<file path="config.mk">
export PLATFORM = sky130hd
export DESIGN_NAME = rtd_clock_ctrl
export DESIGN_NICKNAME = d
export VERILOG_FILES = /design/src/verilog/rtd_pkg.sv /design/src/verilog/rtd_clock_ctrl.sv /design/src/verilog/rtd_lfsr.sv /design/src/verilog/rtd_sync.sv
export SDC_FILE = /design/constraint.sdc
export NUM_CORES = 1
export LEC_CHECK = 0
export ABC_AREA = 1
export BUFFER_PORTS_ARGS = -buffer_cell sky130_fd_sc_hd__buf_2
export CAP_MARGIN = 20
export CORE_ASPECT_RATIO = 0.7
export CORE_MARGIN = 2
export CORE_UTILIZATION = 45
export CTS_CLUSTER_SIZE = 30
export DETAILED_ROUTE_END_ITERATION = 8
export HOLD_SLACK_MARGIN = 0.08
export PLACE_DENSITY = 0.69
export SYNTH_ARGS = -nofsm -noshare
export SYNTH_HDL_FRONTEND = slang
export SYNTH_HIERARCHICAL = 1
export SYNTH_SLANG_ARGS = --single-unit
</file>
<file path="constraint.sdc">
create_clock -name sys_clk -period 2.1 [get_ports sys_clk]
set_clock_uncertainty 0.1 [all_clocks]
set_input_delay 0 -clock sys_clk [delete_from_list [all_inputs] [get_ports sys_clk]]
set_output_delay 0 -clock sys_clk [all_outputs]
set_load 0.02 [all_outputs]
</file>
<file path="src/verilog/rtd_pkg.sv">
// Package of constants and types for the RC tune dither and fail-safe clock block
// What this block does
// - Sequence mode steps eight tune values, one every eight rollovers
// - Sequence and random dither off: base tune field alone drives tune
// - 4-bit eight-way mux, rollover bits 5:3 select
// - Random dither uses 15-bit XOR-feedback shift register
// - Random mode applies shift register low four bits
// - Random dither only while its enable bit set
// - Shift register steps when rollover bit 3 toggles
// - Monitor on and failure: trap, move to fast RC
// - Clock fail flag, control bit 3, set on failure
// - Watchdog keeps running on low-power RC clock
// - Timer expiry before oscillator runs counts as failure
// - Failure order: load fast RC, set flag, clear enable
// - Switch only between groups, never within one
// - Primary group source picked by group config field
// - Config field 1x disables switching and monitor
// - Switching off: config selects, current field mirrors
// - Tune taken from register a or b by rollover bits 5:3
package rtd_pkg;
    localparam logic [7:0] ADR_OSC_CTRL = 8'h00;
    localparam logic [7:0] ADR_TUNE_A = 8'h04;
    localparam logic [7:0] ADR_TUNE_B = 8'h08;
    localparam logic [7:0] ADR_STATUS = 8'h0C;
    localparam int REG_W = 16;
    localparam int CURRENT_OSC_FIELD_LSB = 12;
    localparam int NGRP_BIT = 8;
    localparam int CF_BIT = 3;
    localparam int PSEUDO_RANDOM_DITHER_BIT = 2;
    localparam int TSEQ_BIT = 1;
    localparam int OSC_SWITCH_ENABLE_BIT = 0;
    localparam int STAT_LFSR_LSB = 4;
    localparam int TUNE_W = 4;
    localparam int SEQ_STEPS = 8;
    localparam int ROLL_W = 6;
    localparam int ROLL_SEL_LSB = 3;
    localparam int LFSR_W = 15;
    localparam int LFSR_TAP_A = 14;
    localparam int LFSR_TAP_B = 13;
    localparam logic [14:0] LFSR_SEED = 15'h0001;
    localparam logic [15:0] TUNE_A_RST = 16'h0000;
    localparam logic [15:0] TUNE_B_RST = 16'h0000;
    localparam logic [2:0] OSC_FRC = 3'h0;
    localparam logic [2:0] OSC_FRC_PLL = 3'h1;
    localparam logic [2:0] OSC_PRI = 3'h2;
    localparam logic [2:0] OSC_PRI_PLL = 3'h3;
    localparam int GRP_BIT = 1;
    localparam int SWITCH_MONITOR_CONFIG_OFF_BIT = 1;
    localparam logic [1:0] SWITCH_MONITOR_CONFIG_MON_ON = 2'h0;
    localparam int SYNC_STAGES = 2;

    typedef struct packed {
        logic [1:0] switch_monitor_config;
        logic [1:0] new_osc_group_config;
        logic [1:0] primary_osc_mode_config;
    } rtd_cfg_t;

    typedef struct packed {
        logic [2:0] osc_select;
        logic [1:0] primary_mode;
        logic [3:0] frc_tune;
    } rtd_osc_out_t;
endpackage

</file>
<file path="src/verilog/rtd_clock_ctrl.sv">
// Tune dither, clock switch and fail-safe monitor with Wishbone registers
//
// Local design decisions: the register addresses and the Wishbone register port.
`timescale 1ns/1ps
module rtd_clock_ctrl (
    input wire logic sys_clk,
    input wire logic rst_n,
    input wire logic wb_cyc_i,
    input wire logic wb_stb_i,
    input wire logic wb_we_i,
    input wire logic [7:0] wb_adr_i,
    input wire logic [31:0] wb_dat_i,
    input wire logic [3:0] wb_sel_i,
    output logic [31:0] wb_dat_o,
    output logic wb_ack_o,
    input wire rtd_pkg::rtd_cfg_t cfg,
    input wire logic [5:0] rollover_count,
    input wire logic osc_fail_detect,
    input wire logic osc_running,
    input wire logic power_up_timer_expired,
    output rtd_pkg::rtd_osc_out_t osc_out,
    output logic clock_fail_trap,
    output logic low_power_rc_wdt_run
);
    typedef enum logic [2:0] {
        ST_IDLE = 3'b000,
        ST_WAIT = 3'b001,
        ST_SWAP = 3'b010,
        ST_FAIL_CURRENT_OSC_FIELD = 3'b011,
        ST_FAIL_FLAG = 3'b100,
        ST_FAIL_CLR = 3'b101
    } rtd_state_t;

    rtd_state_t state;
    rtd_state_t next_state;

    logic [15:0] tune_register_a;
    logic [15:0] tune_register_b;
    logic [2:0] current_osc_field;
    logic [2:0] target_osc;
    logic new_group_primary;
    logic clock_fail_flag;
    logic random_dither_enable;
    logic tune_sequence_enable;
    logic osc_switch_enable;
    logic init_done;
    logic roll3_prev;
    logic lfsr_step;
    logic [14:0] lfsr_state;
    logic [3:0] next_tune;
    logic [3:0] seq_field [rtd_pkg::SEQ_STEPS];
    logic [2:0] roll_sel;
    logic [2:0] direct_osc;
    logic [2:0] primary_osc;
    logic switch_allowed;
    logic monitor_on;
    logic fail_cause;
    logic [1:0] sync_out;
    logic osc_fail_s;
    logic osc_running_s;
    logic bus_req;
    logic bus_wr;
    logic [15:0] wmask;
    logic [31:0] next_rdata;
    logic [2:0] applied_osc;
    logic [1:0] applied_mode;
    logic [3:0] applied_tune;

    // Tune field layout is fixed at four fields per register
    if (rtd_pkg::SEQ_STEPS != 8 || rtd_pkg::TUNE_W * 4 != rtd_pkg::REG_W
        || rtd_pkg::ROLL_SEL_LSB + 3 > rtd_pkg::ROLL_W) begin : g_chk
        $error("rtd_clock_ctrl needs eight 4-bit tune fields and rollover bits 5:3");
    end

    // Pin-level inputs from the oscillator domain
    rtd_sync #(
        .W(2)
    ) u_sync (
        .sys_clk(sys_clk),
        .rst_n(rst_n),
        .async_in({osc_fail_detect, osc_running}),
        .sync_out(sync_out)
    );

    assign osc_fail_s = sync_out[1];
    assign osc_running_s = sync_out[0];

    // Configuration decode
    assign switch_allowed = ~cfg.switch_monitor_config[rtd_pkg::SWITCH_MONITOR_CONFIG_OFF_BIT];
    assign monitor_on = cfg.switch_monitor_config == rtd_pkg::SWITCH_MONITOR_CONFIG_MON_ON;
    assign direct_osc = {1'b0, cfg.new_osc_group_config};
    assign primary_osc = {1'b0, 1'b1, cfg.new_osc_group_config[0]};
    assign target_osc = new_group_primary ? primary_osc : rtd_pkg::OSC_FRC;

    // Primary source lost, or still not running when the power-up timer ends
    assign fail_cause = monitor_on && current_osc_field[rtd_pkg::GRP_BIT]
        && (osc_fail_s || (power_up_timer_expired && !osc_running_s));

    // Wishbone decode
    assign bus_req = wb_cyc_i && wb_stb_i && !wb_ack_o;
    assign bus_wr = bus_req && wb_we_i;
    assign wmask = {{8{wb_sel_i[1]}}, {8{wb_sel_i[0]}}};

    always_ff @(posedge sys_clk or negedge rst_n) begin
        if (!rst_n) begin
            wb_ack_o <= 1'b0;
        end else begin
            wb_ack_o <= bus_req;
        end
    end

    always_comb begin
        next_rdata = 32'h0000_0000;
        case (wb_adr_i)
            rtd_pkg::ADR_OSC_CTRL: begin
                next_rdata[rtd_pkg::CURRENT_OSC_FIELD_LSB +: 3] = current_osc_field;
                next_rdata[rtd_pkg::NGRP_BIT] = new_group_primary;
                next_rdata[rtd_pkg::CF_BIT] = clock_fail_flag;
                next_rdata[rtd_pkg::PSEUDO_RANDOM_DITHER_BIT] = random_dither_enable;
                next_rdata[rtd_pkg::TSEQ_BIT] = tune_sequence_enable;
                next_rdata[rtd_pkg::OSC_SWITCH_ENABLE_BIT] = osc_switch_enable;
            end
            rtd_pkg::ADR_TUNE_A: begin
                next_rdata[15:0] = tune_register_a;
            end
            rtd_pkg::ADR_TUNE_B: begin
                next_rdata[15:0] = tune_register_b;
            end
            rtd_pkg::ADR_STATUS: begin
                next_rdata[3:0] = osc_out.frc_tune;
                next_rdata[rtd_pkg::STAT_LFSR_LSB +: 15] = lfsr_state;
            end
            default: begin
                next_rdata = 32'h0000_0000;
            end
        endcase
    end

    always_ff @(posedge sys_clk or negedge rst_n) begin
        if (!rst_n) begin
            wb_dat_o <= 32'h0000_0000;
        end else if (bus_req && !wb_we_i) begin
            wb_dat_o <= next_rdata;
        end
    end

    // Tune registers
    always_ff @(posedge sys_clk or negedge rst_n) begin
        if (!rst_n) begin
            tune_register_a <= rtd_pkg::TUNE_A_RST;
            tune_register_b <= rtd_pkg::TUNE_B_RST;
        end else if (bus_wr) begin
            if (wb_adr_i == rtd_pkg::ADR_TUNE_A) begin
                tune_register_a <= (tune_register_a & ~wmask) | (wb_dat_i[15:0] & wmask);
            end
            if (wb_adr_i == rtd_pkg::ADR_TUNE_B) begin
                tune_register_b <= (tune_register_b & ~wmask) | (wb_dat_i[15:0] & wmask);
            end
        end
    end

    // Mode bits and group request
    always_ff @(posedge sys_clk or negedge rst_n) begin
        if (!rst_n) begin
            random_dither_enable <= 1'b0;
            tune_sequence_enable <= 1'b0;
            new_group_primary <= 1'b0;
        end else if (bus_wr && wb_adr_i == rtd_pkg::ADR_OSC_CTRL) begin
            if (wb_sel_i[0]) begin
                random_dither_enable <= wb_dat_i[rtd_pkg::PSEUDO_RANDOM_DITHER_BIT];
                tune_sequence_enable <= wb_dat_i[rtd_pkg::TSEQ_BIT];
            end
            if (wb_sel_i[1]) begin
                new_group_primary <= wb_dat_i[rtd_pkg::NGRP_BIT];
            end
        end
    end

    // Clock fail flag, write one to clear, hardware set wins
    always_ff @(posedge sys_clk or negedge rst_n) begin
        if (!rst_n) begin
            clock_fail_flag <= 1'b0;
        end else if (state == ST_FAIL_FLAG) begin
            clock_fail_flag <= 1'b1;
        end else if (bus_wr && wb_adr_i == rtd_pkg::ADR_OSC_CTRL && wb_sel_i[0]
                     && wb_dat_i[rtd_pkg::CF_BIT]) begin
            clock_fail_flag <= 1'b0;
        end
    end

    // Switch enable, hardware clear wins over a software write
    always_ff @(posedge sys_clk or negedge rst_n) begin
        if (!rst_n) begin
            osc_switch_enable <= 1'b0;
        end else if (state == ST_FAIL_CLR || state == ST_SWAP || !switch_allowed) begin
            osc_switch_enable <= 1'b0;
        end else if (bus_wr && wb_adr_i == rtd_pkg::ADR_OSC_CTRL && wb_sel_i[0]) begin
            osc_switch_enable <= wb_dat_i[rtd_pkg::OSC_SWITCH_ENABLE_BIT];
        end
    end

    // Switch and failure sequencer
    always_comb begin
        next_state = state;
        case (state)
            ST_IDLE: begin
                if (fail_cause) begin
                    next_state = ST_FAIL_CURRENT_OSC_FIELD;
                end else if (switch_allowed && osc_switch_enable) begin
                    if (target_osc[rtd_pkg::GRP_BIT] == current_osc_field[rtd_pkg::GRP_BIT]) begin
                        next_state = ST_SWAP;
                    end else if (new_group_primary) begin
                        next_state = ST_WAIT;
                    end else begin
                        next_state = ST_SWAP;
                    end
                end
            end
            ST_WAIT: begin
                if (!osc_switch_enable || !switch_allowed) begin
                    next_state = ST_IDLE;
                end else if (osc_running_s) begin
                    next_state = ST_SWAP;
                end
            end
            ST_SWAP: begin
                next_state = ST_IDLE;
            end
            ST_FAIL_CURRENT_OSC_FIELD: begin
                next_state = ST_FAIL_FLAG;
            end
            ST_FAIL_FLAG: begin
                next_state = ST_FAIL_CLR;
            end
            ST_FAIL_CLR: begin
                next_state = ST_IDLE;
            end
            default: begin
                next_state = ST_IDLE;
            end
        endcase
    end

    always_ff @(posedge sys_clk or negedge rst_n) begin
        if (!rst_n) begin
            state <= ST_IDLE;
        end else begin
            state <= next_state;
        end
    end

    // Current oscillator field, loaded from configuration after reset release
    always_ff @(posedge sys_clk or negedge rst_n) begin
        if (!rst_n) begin
            init_done <= 1'b0;
            current_osc_field <= rtd_pkg::OSC_FRC;
        end else begin
            init_done <= 1'b1;
            if (!init_done || !switch_allowed) begin
                current_osc_field <= direct_osc;
            end else if (state == ST_FAIL_CURRENT_OSC_FIELD) begin
                current_osc_field <= rtd_pkg::OSC_FRC;
            end else if (state == ST_SWAP
                         && target_osc[rtd_pkg::GRP_BIT] != current_osc_field[rtd_pkg::GRP_BIT]) begin
                current_osc_field <= target_osc;
            end
        end
    end

    // Trap pulse once the sequence is complete
    always_ff @(posedge sys_clk or negedge rst_n) begin
        if (!rst_n) begin
            clock_fail_trap <= 1'b0;
        end else begin
            clock_fail_trap <= state == ST_FAIL_CLR;
        end
    end

    // Watchdog clock is kept out of every failure path
    always_ff @(posedge sys_clk or negedge rst_n) begin
        if (!rst_n) begin
            low_power_rc_wdt_run <= 1'b0;
        end else begin
            low_power_rc_wdt_run <= 1'b1;
        end
    end

    // Oscillator selection outputs
    always_ff @(posedge sys_clk or negedge rst_n) begin
        if (!rst_n) begin
            applied_osc <= rtd_pkg::OSC_FRC;
            applied_mode <= 2'h0;
        end else begin
            applied_osc <= switch_allowed ? current_osc_field : direct_osc;
            applied_mode <= cfg.primary_osc_mode_config;
        end
    end

    // Pseudo-random dither steps on every change of rollover bit 3
    always_ff @(posedge sys_clk or negedge rst_n) begin
        if (!rst_n) begin
            roll3_prev <= 1'b0;
        end else begin
            roll3_prev <= rollover_count[rtd_pkg::ROLL_SEL_LSB];
        end
    end

    assign lfsr_step = random_dither_enable
        && (rollover_count[rtd_pkg::ROLL_SEL_LSB] != roll3_prev);

    rtd_lfsr #(
        .W(rtd_pkg::LFSR_W)
    ) u_lfsr (
        .sys_clk(sys_clk),
        .rst_n(rst_n),
        .step(lfsr_step),
        .state(lfsr_state)
    );

    // Sequence fields: base tune first, then seven sequence values across both registers
    for (genvar i = 0; i < rtd_pkg::SEQ_STEPS; i++) begin : g_seq
        if (i < 4) begin : g_a
            assign seq_field[i] = tune_register_a[i*rtd_pkg::TUNE_W +: rtd_pkg::TUNE_W];
        end else begin : g_b
            assign seq_field[i] = tune_register_b[(i-4)*rtd_pkg::TUNE_W +: rtd_pkg::TUNE_W];
        end
    end

    // Rollover counter bits 5:3 steer the eight-way mux
    assign roll_sel = rollover_count[rtd_pkg::ROLL_SEL_LSB +: 3];

    always_comb begin
        next_tune = seq_field[0];
        if (random_dither_enable) begin
            next_tune = lfsr_state[rtd_pkg::TUNE_W-1:0];
        end else if (tune_sequence_enable) begin
            next_tune = seq_field[roll_sel];
        end
    end

    always_ff @(posedge sys_clk or negedge rst_n) begin
        if (!rst_n) begin
            applied_tune <= 4'h0;
        end else begin
            applied_tune <= next_tune;
        end
    end

    // One driver for the whole output bundle
    assign osc_out = {applied_osc, applied_mode, applied_tune};
endmodule // rtd_clock_ctrl

</file>
<file path="src/verilog/rtd_lfsr.sv">
// Fifteen-bit Fibonacci shift register for pseudo-random tune dither
`timescale 1ns/1ps
module rtd_lfsr #(
    parameter int W = rtd_pkg::LFSR_W
) (
    input wire logic sys_clk,
    input wire logic rst_n,
    input wire logic step,
    output logic [W-1:0] state
);
    logic feedback;

    if (W != rtd_pkg::LFSR_W) begin : g_chk
        $error("rtd_lfsr taps are fixed for fifteen bits");
    end

    assign feedback = state[rtd_pkg::LFSR_TAP_A] ^ state[rtd_pkg::LFSR_TAP_B];

    always_ff @(posedge sys_clk or negedge rst_n) begin
        if (!rst_n) begin
            state <= rtd_pkg::LFSR_SEED;
        end else if (step) begin
            state <= {state[W-2:0], feedback};
        end
    end
endmodule // rtd_lfsr

</file>
<file path="src/verilog/rtd_sync.sv">
// Two-flop synchroniser for a vector of independent levels
`timescale 1ns/1ps
module rtd_sync #(
    parameter int W = 2
) (
    input wire logic sys_clk,
    input wire logic rst_n,
    input wire logic [W-1:0] async_in,
    output logic [W-1:0] sync_out
);
    logic [W-1:0] stage_a;

    if (W < 1) begin : g_chk
        $error("rtd_sync needs W of at least 1");
    end

    always_ff @(posedge sys_clk or negedge rst_n) begin
        if (!rst_n) begin
            stage_a <= '0;
            sync_out <= '0;
        end else begin
            stage_a <= async_in;
            sync_out <= stage_a;
        end
    end
endmodule // rtd_sync
</file>
==> flow_summary.yaml <==
power:
  switching_share_pct: 25.9
  power.internal_uw: 2920
  combPwrFrac_pct: 11.1
  power_density_nw_per_um2: 673
  peakVddDrop_mv: 0.363
  power.leakage_uw: 0.00306
  clock_network_fraction_of_total_power_pct: 41.5
  power.sequential.fraction_pct: 47.4
  total_switching_power_uw: 1020
route:
  post-route-drc-count: 0
  firstDrtPassIters: 5
  vias: 4279
  drt-wirelength-per-cell_um: 14.3
  route.antenna.remaining_nets: 0
  via_per_inst: 5.07
  detailedRoute.firstIterationViolations: 445
  routed_wirelength_um: 12100
global_route:
  pin_count_of_the_biggest_net_entering_global_routing: 49
  grt_busiest_layer: "met1"
  grt_antenna_before_repair: 0
  grt_ovf: 0
  vias_in_the_first_global_route: 4013
  grt_util_met1_pct: 33.7
  grt_util_all_layers_pct: 22.9
  grtUsageMet3_pct: 6.64
  global_route_wire_length_before_repair_um: 20100
  grt.met2_usage_pct: 33.3
synthesis:
  main_combinational_cell_family_by_area_after_synthesis: "simple AND/OR/NAND/NOR gates"
  synth_top_cell_area_share_pct: 48.5
  synthMuxAreaShare_pct: 0
  synth_cell_type_count: 32
  synth_compound_area_share_pct: 9.57
  synth-seq-area-share_pct: 49.1
  synth.top_cells.by_area: "sky130_fd_sc_hd__dfrtp_1, sky130_fd_sc_hd__nand2_1, sky130_fd_sc_hd__nand3_1, sky130_fd_sc_hd__inv_1, sky130_fd_sc_hd__o21ai_2"
  synth_cells: 592
  number_of_synthesized_flops_with_an_enable_pin: 0
  yosysWarnings: 6
  xor_xnor_fraction_of_synth_area_pct: 0.187
  synth-adder-area-share_pct: 0.533
  dominantRegCellSynth: "sky130_fd_sc_hd__dfrtp_1"
  syn-cell-area_um2: 4700
  fraction_of_the_mapped_netlist_area_in_simple_logic_gates_pct: 29.8
  synth_largest_area_cell: "sky130_fd_sc_hd__dfrtp_1"
  postSynthAreaPerCell_um2: 7.93
  ys_ff_latch: 92
  async_flop_share_pct: 100
cells_and_area:
  layout-drive-gt1-share_pct: 20.6
  area_growth_from_synthesis_to_final_layout_pct: 24.8
  finish.net_count: 773
  filler_cell_count: 949
  postLayoutCoreUtil_pct: 57.2
  diodes: 0
  finalInstanceArea_um2: 5860
floorplan:
  design.core.area_um2: 10200
  fp.dieArea_um2: 11300
  num_rows: 31
  floorplan.initialDensity_pct: 45.9
  die_y_um: 89.5
  die_w_um: 126
  ioPinCount: 108
sta:
  max-slew-margin-rel_pct: 58.9
  maximum_achievable_frequency_mhz: 499
  timing.final.ws_setup_ns: 0.0954
  finalHoldViolations: 0
  final_max_slew_viol_count: 0
  rsz0062_at_grt: "false"
  min_period_ns: 2.00
  tightest_slew_ns: 0.616
  setup-tns-final_ns: 0
  final.period_utilization_pct: 95.5
  finalHoldWorstSlack_ns: 0.0958
  setup_viol: 0
run:
  max_cap_viol_count: 0
setup_path:
  reg2reg_depth: 6
  required_ns: 2.22
  slowest_delay_ns: 0.55
  crit_path_end_kind: "flop"
  timing.setup.critical_path_class: "reg -> reg"
  setup.worst_path.start_class: "flop"
  critPathSlowestCell: "sky130_fd_sc_hd__dlygate4sd3_1"
  worst-r2r-setup-slack_ns: 0.1
  worst-path-max-fanout: 11
  timing.rr.start: "wb_ack_o"
  critical_path_arrival_ns: 2.13
  worstPathCellList: "nand3b_4 > nor2_4 > nand3_4 > nand2_2 > o21ai_2 > dlygate4sd3_1"
placement:
  detail_placement_hpwl_um: 8650
  gp_routability_congestion: 0.888
  dpl-instance-area_um2: 5110
  place_worst_setup_slack_ns: 0.443
  port_buffers: 72
outcome:
  run_status: "complete, no violations"
clock_network:
  path_clk_slew_ns: 0.06
  number_of_sinks_handled_by_clock_tree_synthesis: 92
  ctsRootBufferMaster: "sky130_fd_sc_hd__clkbuf_16"
  cts.path.max_buffers: 2
  cts.htree.levels: 3
  clock_latency_on_the_worst_skew_pair_ns: 0.34
  cts_buffers: 9
  tritoncts: "done"
worst_hold_path:
  hold_path_end: "new_group_primary"
  min-delay-path-class: "in -> reg"
  min_from: "wb_cyc_i"
  whs_path_depth: 5
[final cells by class]
type | count | area (µm²) | area share (%)
flip-flops and latches | 92 | 2300 | 39.3
multi-input cells | 406 | 1950 | 33.2
repair buffers | 124 | 863 | 14.7
inverters | 74 | 280 | 4.78
clock buffers | 9 | 225 | 3.84
well taps | 132 | 165 | 2.82
clock inverters | 7 | 75.1 | 1.28
[Yosys cell counts, types with 3 or more instances]
| cell | count |
|---|---|
| sky130_fd_sc_hd__a21oi_1 | 9 |
| sky130_fd_sc_hd__buf_2 | 8 |
| sky130_fd_sc_hd__buf_4 | 15 |
| sky130_fd_sc_hd__buf_6 | 4 |
| sky130_fd_sc_hd__clkbuf_1 | 5 |
| sky130_fd_sc_hd__dfrtp_1 | 91 |
| sky130_fd_sc_hd__inv_1 | 69 |
| sky130_fd_sc_hd__inv_2 | 3 |
| sky130_fd_sc_hd__nand2_1 | 181 |
| sky130_fd_sc_hd__nand2_2 | 6 |
| sky130_fd_sc_hd__nand3_1 | 78 |
| sky130_fd_sc_hd__nor2_1 | 27 |
| sky130_fd_sc_hd__nor2_4 | 3 |
| sky130_fd_sc_hd__nor3_1 | 4 |
| sky130_fd_sc_hd__o21ai_0 | 25 |
| sky130_fd_sc_hd__o21ai_1 | 23 |
| sky130_fd_sc_hd__o21ai_2 | 18 |
| sky130_fd_sc_hd__or2_2 | 4 |
[power by group through the flow]
stage | registers (µW) | clock network [µW] | logic (µW)
2_1_floorplan | 1900 | 0 | 247
3_3_place_gp | 1900 | 0 | 368
3_5_place_dp | 1900 | 0 | 381
4_1_cts | 1870 | 1660 | 438
5_1_grt | 1870 | 1740 | 504
6_report | 1870 | 1640 | 439
[cells in the final DEF (no fill, tap or decap), drive strengths merged, types with 3 or more instances in the layout]
master,instances
dlygate4sd3,39
nand2,187
inv,75
dfrtp,91
buf,85
nor3,6
clkinvlp,3
clkbuf,9
conb,15
nor2,32
o21ai,66
a21oi,9
nand3,82
or2,4
[critical path, delay by kind of cell (launching register included)]
kind                   cells  cell delay [ns]
buffers and inverters      1             0.55
and+or+nand+nor            4             0.79
DFF                        1             0.38
AOI/OAI and AO/OA          1             0.05
[cell families (layout without fill, tap and decap cells)]
group / count (synthesis) / in the layout
simple gates: 312 / 312
other cells: 2 / 15
compound gates: 76 / 76
fa+ha+maj: 2 / 2
xor+xnor: 1 / 1
flops: 92 / 92
buf+inv: 107 / 214
[per-layer routing]
layer  routed length (µm)  vias to the layer above
met2                 4930                      170
met1                 6030                     2021
li1                     -                     2078
met3                 1020                       10
met4                   96                        0
met5                    0                        -
[worst max path at each step]
stage                     start           end  slack [ns]  depth (start not counted)
global route           wb_ack_o          flop       0.006                          6
finish                 wb_ack_o          flop         0.1                          6
global placement    wb_adr_i[5]          flop        0.50                          7
CTS                    wb_ack_o          flop        0.01                          6
detailed placement     wb_ack_o          flop        0.44                          5
floorplan              wb_ack_o  wb_dat_o[12]        0.53                          6
[timing repair]
action	CTS	global route
setup buffers	0	7
gates resized for setup	0	1
setup endpoints to repair	0	2
hold endpoints to repair	157	0
hold buffers	39	0
[metrics by stage]
stage | std cells | total power, µW
after floorplan | 605 | 2150
after global placement | 782 | 2270
after detailed placement | 782 | 2280
after CTS | 837 | 3970
after global routing | 844 | 4120
final | 844 | 3940
Note: power is estimated with default switching activity, not from simulation.
